**src/logic/mac_pause_flow_cfg.svh**
```systemverilog
// offsets, field positions, reset values and timing counts of the pause flow block
`ifndef MAC_PAUSE_FLOW_CFG_SVH
`define MAC_PAUSE_FLOW_CFG_SVH

// register index as printed; byte address is four times the index
`define MPF_FLOW_IDX 8'h08
`define MPF_FLOW_ADDR (`MPF_FLOW_IDX * 4)
`define MPF_FLOW_RESET 32'h00000000

// field positions
`define MPF_DUR_LSB 16
`define MPF_DUR_MSB 31
`define MPF_PASS_BIT 2
`define MPF_EN_BIT 1
`define MPF_BUSY_BIT 0

// slot time in bit times, bit times in ns, clock period in ns
`define MPF_SLOT_BITS 512
`define MPF_BIT_NS_100 10
`define MPF_BIT_NS_10 100
`define MPF_CLK_NS 20
`define MPF_SLOT_CYC_100 ((`MPF_SLOT_BITS * `MPF_BIT_NS_100) / `MPF_CLK_NS)
`define MPF_SLOT_CYC_10 ((`MPF_SLOT_BITS * `MPF_BIT_NS_10) / `MPF_CLK_NS)

`endif

```
**src/logic/mac_pause_flow_pkg.sv**
```systemverilog
// types shared by the pause flow control block
package mac_pause_flow_pkg;

  typedef enum logic [1:0] {
    FLOW_IDLE,
    FLOW_SEND,
    FLOW_BACKP
  } flow_state_t;

  // one received frame, reported at its end by the receive path
  typedef struct packed {
    logic done;
    logic pauseValid;
    logic [15:0] quanta;
    logic addrPass;
    logic filterOverride;
  } rx_frame_t;

  // receive status handed to the application
  typedef struct packed {
    logic valid;
    logic filterPass;
    logic isPause;
  } rx_status_t;

  // receive data byte
  typedef struct packed {
    logic valid;
    logic [7:0] data;
  } rx_byte_t;

  // pause frame request towards the transmitter
  typedef struct packed {
    logic req;
    logic [15:0] pauseTime;
  } tx_pause_t;

endpackage

```
**src/logic/pause_slot_timer.sv**
```systemverilog
// counts a received pause time down in slot units
`timescale 1ns/100ps
`default_nettype none

module pause_slot_timer #(
  parameter int QW = 16,
  parameter int CW = 12
) (
  input wire logic clock,
  input wire logic rstn,
  input wire logic clear,
  input wire logic load,
  input wire logic [QW-1:0] quanta,
  input wire logic [CW-1:0] slotCycles,
  output logic active
);

  logic [QW-1:0] left_q;
  logic [QW-1:0] left_d;
  logic [CW-1:0] cyc_q;
  logic [CW-1:0] cyc_d;
  wire slotEnd = (cyc_q == '0);
  wire [CW-1:0] cycTop = slotCycles - CW'(1);

  assign active = (left_q != '0);

  always_comb
  begin
    left_d = left_q;
    cyc_d = cyc_q;
    if (clear)
    begin
      left_d = '0;
      cyc_d = '0;
    end
    else if (load)
    begin
      left_d = quanta;
      cyc_d = cycTop;
    end
    else if (active)
    begin
      if (slotEnd)
      begin
        left_d = left_q - QW'(1);
        cyc_d = cycTop;
      end
      else
      begin
        cyc_d = cyc_q - CW'(1);
      end
    end
  end

  always_ff @(posedge clock)
  begin
    if (!rstn)
    begin
      left_q <= '0;
      cyc_q <= '0;
    end
    else
    begin
      left_q <= left_d;
      cyc_q <= cyc_d;
    end
  end

endmodule

`default_nettype wire

```
**src/logic/mac_pause_flow_control.sv**
```systemverilog
// pause frame generation, pause reception and back pressure of a 10/100 mac
`timescale 1ns/100ps
`default_nettype none
`include "mac_pause_flow_cfg.svh"

module mac_pause_flow_control
  import mac_pause_flow_pkg::*;
#(
  parameter int AW = 8,
  parameter int QW = 16
) (
  input wire logic clock,
  input wire logic rstn,
  // apb slave
  input wire logic psel,
  input wire logic penable,
  input wire logic pwrite,
  input wire logic [AW-1:0] paddr,
  input wire logic [31:0] pwdata,
  output logic [31:0] prdata,
  output logic pready,
  output logic pslverr,
  // mac mode from the mac control logic
  input wire logic fullDuplex,
  input wire logic speed100,
  input wire logic txEnable,
  // triggers from the automatic flow configuration logic
  input wire logic afcPauseReq,
  input wire logic afcBackpressureReq,
  // transmitter side
  output tx_pause_t txPause,
  input wire logic pauseFrameSent,
  output logic backpressure,
  output logic txStall,
  // receive side
  input wire rx_frame_t rxFrame,
  input wire rx_byte_t rxByteIn,
  output rx_status_t rxStatus,
  output rx_byte_t rxByteOut
);

  localparam int CW = 12;
  localparam logic [AW-1:0] FLOW_ADDR = AW'(`MPF_FLOW_ADDR);
  localparam logic [CW-1:0] SLOT_CYC_100 = CW'(`MPF_SLOT_CYC_100);
  localparam logic [CW-1:0] SLOT_CYC_10 = CW'(`MPF_SLOT_CYC_10);
  localparam logic [31:0] FLOW_RESET = `MPF_FLOW_RESET;

  // register fields
  logic [QW-1:0] duration_q;
  logic passCtrl_q;
  logic flowEn_q;

  // apb decode
  wire setupPhase = psel && !penable;
  wire accessPhase = psel && penable;
  wire hitFlow = (paddr == FLOW_ADDR);
  wire flowWrite = accessPhase && pwrite && hitFlow;

  // flow state
  flow_state_t state_q;
  flow_state_t state_d;
  logic [QW-1:0] pauseTime_q;
  logic [31:0] prdata_q;

  // state decode shared by the outputs and the busy bit
  wire inIdle = (state_q == FLOW_IDLE);
  wire inSend = (state_q == FLOW_SEND);
  wire inBackp = (state_q == FLOW_BACKP);

  // busy follows the outputs, so it falls with back pressure in the same cycle
  wire flowBusy = txPause.req || backpressure;

  // read view of the flow register; reserved bits are zero
  wire [31:0] flowRead = {duration_q, 13'h0000, passCtrl_q, flowEn_q, flowBusy};

  // read data is taken in the setup cycle, so every access completes without a wait
  wire [31:0] readMux = hitFlow ? flowRead : 32'h00000000;

  assign pready = 1'b1;
  // only the flow register is mapped; any other offset answers with an error
  assign pslverr = accessPhase && !hitFlow;
  assign prdata = prdata_q;

  always_ff @(posedge clock)
  begin
    if (!rstn)
    begin
      prdata_q <= 32'h00000000;
    end
    else if (setupPhase)
    begin
      prdata_q <= readMux;
    end
  end

  // writes store only the duration, pass and enable fields
  wire [QW-1:0] durationWr = pwdata[`MPF_DUR_MSB:`MPF_DUR_LSB];
  wire passWr = pwdata[`MPF_PASS_BIT];
  wire enWr = pwdata[`MPF_EN_BIT];

  always_ff @(posedge clock)
  begin
    if (!rstn)
    begin
      duration_q <= FLOW_RESET[`MPF_DUR_MSB:`MPF_DUR_LSB];
    end
    else if (flowWrite)
    begin
      duration_q <= durationWr;
    end
  end

  always_ff @(posedge clock)
  begin
    if (!rstn)
    begin
      passCtrl_q <= FLOW_RESET[`MPF_PASS_BIT];
    end
    else if (flowWrite)
    begin
      passCtrl_q <= passWr;
    end
  end

  always_ff @(posedge clock)
  begin
    if (!rstn)
    begin
      flowEn_q <= FLOW_RESET[`MPF_EN_BIT];
    end
    else if (flowWrite)
    begin
      flowEn_q <= enWr;
    end
  end

  // start conditions; only the automatic flow config triggers them
  wire startPause = txEnable && fullDuplex && afcPauseReq;
  wire startBackp = txEnable && !fullDuplex && flowEn_q && afcBackpressureReq;
  wire keepBackp = startBackp;

  always_comb
  begin
    state_d = state_q;
    unique case (state_q)
      FLOW_IDLE:
      begin
        if (startPause)
        begin
          state_d = FLOW_SEND;
        end
        else if (startBackp)
        begin
          state_d = FLOW_BACKP;
        end
      end
      FLOW_SEND:
      begin
        // busy ends once the frame is on the cable
        if (pauseFrameSent || !txEnable)
        begin
          state_d = FLOW_IDLE;
        end
      end
      FLOW_BACKP:
      begin
        if (!keepBackp)
        begin
          state_d = FLOW_IDLE;
        end
      end
    endcase
  end

  always_ff @(posedge clock)
  begin
    if (!rstn)
    begin
      state_q <= FLOW_IDLE;
    end
    else
    begin
      state_q <= state_d;
    end
  end

  // pause time captured when the frame request starts
  wire loadPauseTime = inIdle && startPause;
  logic [QW-1:0] pauseTime_d;

  always_comb
  begin
    pauseTime_d = pauseTime_q;
    if (loadPauseTime)
    begin
      pauseTime_d = duration_q;
    end
  end

  always_ff @(posedge clock)
  begin
    if (!rstn)
    begin
      pauseTime_q <= '0;
    end
    else
    begin
      pauseTime_q <= pauseTime_d;
    end
  end

  // the request drops at once when the transmitter is switched off
  assign txPause.req = inSend && txEnable;
  assign txPause.pauseTime = pauseTime_q;
  assign backpressure = inBackp && txEnable;

  // pause reception
  wire rxHonour = flowEn_q && fullDuplex;
  wire rxPauseHit = rxFrame.done && rxFrame.pauseValid && rxHonour;
  wire [CW-1:0] slotCycles = speed100 ? SLOT_CYC_100 : SLOT_CYC_10;
  // leaving full duplex or clearing the enable cancels a running stall
  wire timerClear = !rxHonour;
  // a pause frame during a stall reloads the count, so the latest quanta wins
  wire timerLoad = rxPauseHit;

  pause_slot_timer #(
    .QW(QW),
    .CW(CW)
  ) slotTimer (
    .clock(clock),
    .rstn(rstn),
    .clear(timerClear),
    .load(timerLoad),
    .quanta(rxFrame.quanta),
    .slotCycles(slotCycles),
    .active(txStall)
  );

  // receive status: filter indication for each frame
  wire isPauseFrame = rxFrame.pauseValid;
  wire pauseFilter = rxFrame.filterOverride ? rxFrame.addrPass : passCtrl_q;
  wire frameFilter = isPauseFrame ? pauseFilter : rxFrame.addrPass;
  rx_status_t rxStatus_d;

  // filter and type bits stay until the next frame ends; valid is a single pulse
  always_comb
  begin
    rxStatus_d = rxStatus;
    rxStatus_d.valid = rxFrame.done;
    if (rxFrame.done)
    begin
      rxStatus_d.filterPass = frameFilter;
      rxStatus_d.isPause = isPauseFrame;
    end
  end

  always_ff @(posedge clock)
  begin
    if (!rstn)
    begin
      rxStatus <= '0;
    end
    else
    begin
      rxStatus <= rxStatus_d;
    end
  end

  // data of every frame is handed on, whatever its filter result
  always_ff @(posedge clock)
  begin
    if (!rstn)
    begin
      rxByteOut <= '0;
    end
    else
    begin
      rxByteOut <= rxByteIn;
    end
  end

endmodule

`default_nettype wire

```
**config.mk**
```make
export PLATFORM = sky130hd
export DESIGN_NAME = mac_pause_flow_control
export DESIGN_NICKNAME = d
export VERILOG_FILES = /design/src/logic/mac_pause_flow_pkg.sv /design/src/logic/pause_slot_timer.sv /design/src/logic/mac_pause_flow_control.sv
export VERILOG_INCLUDE_DIRS = /design/src /design/src/logic
export SDC_FILE = /design/constraint.sdc
export NUM_CORES = 1
export LEC_CHECK = 0
export BUFFER_PORTS_ARGS = -buffer_cell sky130_fd_sc_hd__buf_2
export CAP_MARGIN = 20
export CORE_MARGIN = 5
export CORE_UTILIZATION = 46
export CTS_CLUSTER_SIZE = 25
export DETAILED_ROUTE_END_ITERATION = 10
export GPL_ROUTABILITY_DRIVEN = 0
export PLACE_DENSITY_LB_ADDON = 0.15
export SETUP_SLACK_MARGIN = 0.15
export SYNTH_ARGS = -nofsm -noshare
export SYNTH_HDL_FRONTEND = slang
export SYNTH_SLANG_ARGS = --single-unit
```
**constraint.sdc**
```tcl
create_clock -name clock -period 1.8 [get_ports clock]
set_clock_uncertainty 0.05 [all_clocks]
set_input_delay 0.18 -clock clock [delete_from_list [all_inputs] [get_ports clock]]
set_output_delay 0.18 -clock clock [all_outputs]
set_load 0.01 [all_outputs]
```
==> results summary <==
The die is 108.2 um tall. The peak fanout along the critical path came out at 6. The row count is 35. The clock period minus final worst setup slack is around 1.8 ns. STA puts the critical path data arrival time at a little over 2 ns.

The peak supply drop came out at around 0.38 mV. The count of unresolved DRC violations after routing came out at 0. The core area is between 9000 and 10000 um2. The netlist area before placement is roughly 4400 um2. The async set or reset register ratio after synthesis is 0. The final instance area is around 6000 um2. The fraction of final layout cells sized beyond drive strength 1 is 0.3809.

The maximum clock path buffer count is 2. The worst setup path is of the reg -> reg kind. Tracing the worst setup path back leads to its startpoint at slotTimer.left_q[3].

The number of top-level pins is roughly 150. Setup slack on the critical path of the routed design comes to -0.04373 ns. The most used flip-flop cell after synthesis is dfxtp_1. The worst register-to-register path begins at slotTimer.left_q[3].

The slew of the pin with the lowest slew margin came out at 0.7178 ns. The final instance count without filler cells is just over 800. The number of slew-limit violations in the final report is 0.

The die covers approximately 12000 um2. The number of buffers inserted by port buffering came out at 116. Setup repair after global routing could not meet its margin everywhere. The initial DRC count came out at between 150 and 200. The signed area change from the synthesized netlist to the final layout is 35.98%. The total overflow left after global routing is 0. The first-pass detailed-route iteration total came out at 4.

The TritonCTS sink count came out at 95. The clock tree from TritonCTS is yes. The post-placement setup slack is -0.1029 ns.

The half-perimeter wire length after placement is between 8000 and 9000 um. The number of hold violations in the final report is 0. The number of cells in the design after placement is about 790. After detailed routing, the number of vias per cell comes to just over 5.

The total wire length came out at between 10000 and 15000 um. Synthesis instantiated 62 different standard cells from the library. The part of the Yosys area used for sequential elements is 0.4287. The global-route wire length before repair is roughly 19000 um. The count of H-tree levels built during CTS is 3. The number of antenna violations at the first check in global routing came to 0. The number of failing setup endpoints in the final timing report is 6. The routed length per placed instance is about 14 um. The power density relative to cell area came out at approximately 630 nW/um2. The final reports fail on negative setup slack. The required arrival time at the worst endpoint came out at around 2 ns.

The startpoint type of the worst setup path is a flip-flop. The maximum clock rate is 542.4 MHz. The global-route usage over all layers came out at 0.1960.

The worst hold path belongs to the class in -> reg. The warning count from the yosys run is 0. The met2 usage in global routing is 0.3353. The initial core utilization came out at 0.4757. The fill cell total of the finished layout came out at roughly 820. A synthesized cell averages about 8.4 um2. The number of cells traversed by the worst register-to-register path came out at 6. The met1 layer usage reported by global route came out at 0.2555. Following the worst setup path forward leads to its endpoint at slotTimer.left_q[15]. The static leakage came out at ~0.0025 uW.

The post-route antenna net violation count came out at 0. The maximum number of pins on one net before global-route repair is between 60 and 70. In this run the most critical hold path is launched from pwdata[18].

The number of storage elements in the synthesis netlist came out at 95. The cell area after placement is around 5400 um2. The fraction of met3 tracks used by global routing is 0.03045. The number of maximum-capacitance constraint violations is 0. The post-synthesis cell count came out at approximately 530.

Across all layers, the routed design uses between 4000 and 5000 vias. The worst max-slew margin expressed relative to the limit is 0.5215. The post-CTS clock slew at the launch and capture registers of the worst setup and hold paths came out at ~0.10 ns. TritonCTS created 9 clock buffers. The endpoint identified for the worst register-to-register timing path is slotTimer.left_q[15].

The worst setup path is captured at a flip-flop. At the later pin of the worst-skew pair, clock insertion delay measures between 0.3 and 0.4 ns. The run finished, with violations left. The number of global-route vias before repair came out at between 4000 and 5000. The worst reg-to-reg setup slack is -0.04 ns.

The layer with the highest usage after global routing is met2. The tree is rooted in a clkbuf_8. The number of nets in the final layout is 783.

Yosys mapped a number of flops with a built-in enable equal to 0. The total inserted antenna cells came out at 0. In the finished design, the share of the clock period the worst path needs comes to 1.024. The overall die width is ~110 um.
how the worst min path moves through the flow:
stage          slack [ns]             end  cells after the start
5_1_grt              0.02   duration_q[3]                      3
3_3_place_gp         0.34    rxByteOut[8]                      2
4_1_cts             0.004  duration_q[14]                      3
3_5_place_dp         0.34    rxByteOut[3]                      2
6_report             0.02   duration_q[2]                      3
2_1_floorplan        0.25     rxStatus[2]                      1
layout make-up:
type                            instances  area (um2)  area share
Clock inverter                          5       66.31     0.01099
Clock buffer                           10       127.6     0.02115
Timing Repair Buffer                  188        1199      0.1987
Tap cell                              129       161.4     0.02675
Multi-Input combinational cell        396        2530      0.4193
Sequential cell                        95        1921      0.3183
Inverter                                7       28.78    0.004770
critical path: stages, from the launching register on:
cell and delay (ns):
dfxtp_2 0.35, nor4_4 0.37, buf_4 0.21, nand4_1 0.17, o31a_1 0.36, o21ai_2 0.16
a21oi_2 0.07
per-stage QoR:
stage	setup TNS, ns	utilization	power, uW	hold slack [ns]
2_1_floorplan	0	-	2326	0.2517
3_3_place_gp	-0.02260	0.5814	2423	0.3414
3_5_place_dp	-0.2998	0.5814	2429	0.3408
4_1_cts	-0.1203	0.6279	3849	0.004382
5_1_grt	-1.802	0.6468	3970	0.01557
6_report	-0.1067	0.6468	3822	0.01578
power by group:
part	leakage, uW	switching [uW]	internal [uW]
combinational	0.00164	143	136
clock	0.0000953	760	656
sequential	0.000775	7.99	2120
total	0.00251	911	2910
layout by cell type (no fill, tap or decap), types with 5 or more instances in the layout:
cell type	synthesis	routed
a21boi_0	53	52
a21oi_1	22	18
a21oi_2	5	9
a311oi_1	6	5
a31o_2	5	5
and2_1	13	13
buf_2	4	115
buf_4	15	52
buf_6	1	10
clkbuf_8	0	9
conb_1	2	14
dfxtp_1	95	82
dfxtp_2	0	12
dlygate4sd3_1	0	10
nand2_1	120	117
nand2b_1	8	8
nand3_1	26	23
nand4_1	5	5
nor2_1	21	19
nor3_1	11	7
o21ai_0	10	5
o21ai_1	1	5
o21ai_2	4	5
layer usage:
layer  vias up  share of wire
li1       2155              -
met1      1971           0.45
met2       150           0.47
met3        18          0.061
met4         0          0.015
met5         -              0
sequential cells by signal, indices dropped and copies added (netlist names):
register          count
duration_q           16
flowEn_q              1
passCtrl_q            1
pauseTime_q          16
prdata               19
rxByteOut             9
rxStatus              3
slotTimer.cyc_q      12
slotTimer.left_q     16
state_q               2
synth_stat cells, types with 3 or more instances:
master / instances / share of area
a31o_2: 5 / 0.0099
a31oi_1: 4 / 0.0056
o31ai_1: 3 / 0.0051
ha_1: 6 / 0.017
a211oi_1: 4 / 0.0068
o21ai_0: 10 / 0.011
and2_1: 13 / 0.018
inv_1: 7 / 0.0059
o21ai_2: 4 / 0.0079
buf_2: 4 / 0.0045
o21a_1: 3 / 0.0051
nand2b_1: 8 / 0.011
dfxtp_1: 95 / 0.43
buf_4: 15 / 0.025
nor2_1: 21 / 0.018
a21oi_1: 22 / 0.025
clkbuf_1: 25 / 0.021
a21oi_2: 5 / 0.0099
nand3_1: 26 / 0.029
nor3b_1: 3 / 0.0051
nand2_1: 120 / 0.10
nor3_1: 11 / 0.012
nand4_1: 5 / 0.0071
a311oi_1: 6 / 0.012
a21boi_0: 53 / 0.090
nor2b_1: 4 / 0.0056
what timing repair did:
action,CTS,global route
hold buffers,10,0
cloned,0,0
setup endpoints to repair,30,30
setup buffers,9,8
pin swaps,14,21
resized for setup,30,31
endpoints found under the hold margin,10,0
cell families (layout without fill, tap and decap cells):
group | Yosys count | after routing | synth area share
AOI/OAI and AO/OA | 136 | 136 | 0.2225
adders and majority gates | 6 | 6 | 0.01692
xor gates and xnor gates | 2 | 2 | 0.003949
and+or+nand+nor | 235 | 235 | 0.2597
other | 2 | 14 | 0.001693
buffers and inverters | 52 | 210 | 0.05951
DFF | 95 | 95 | 0.4287
muxes | 3 | 3 | 0.007050
(Power assumes the default switching activity.)
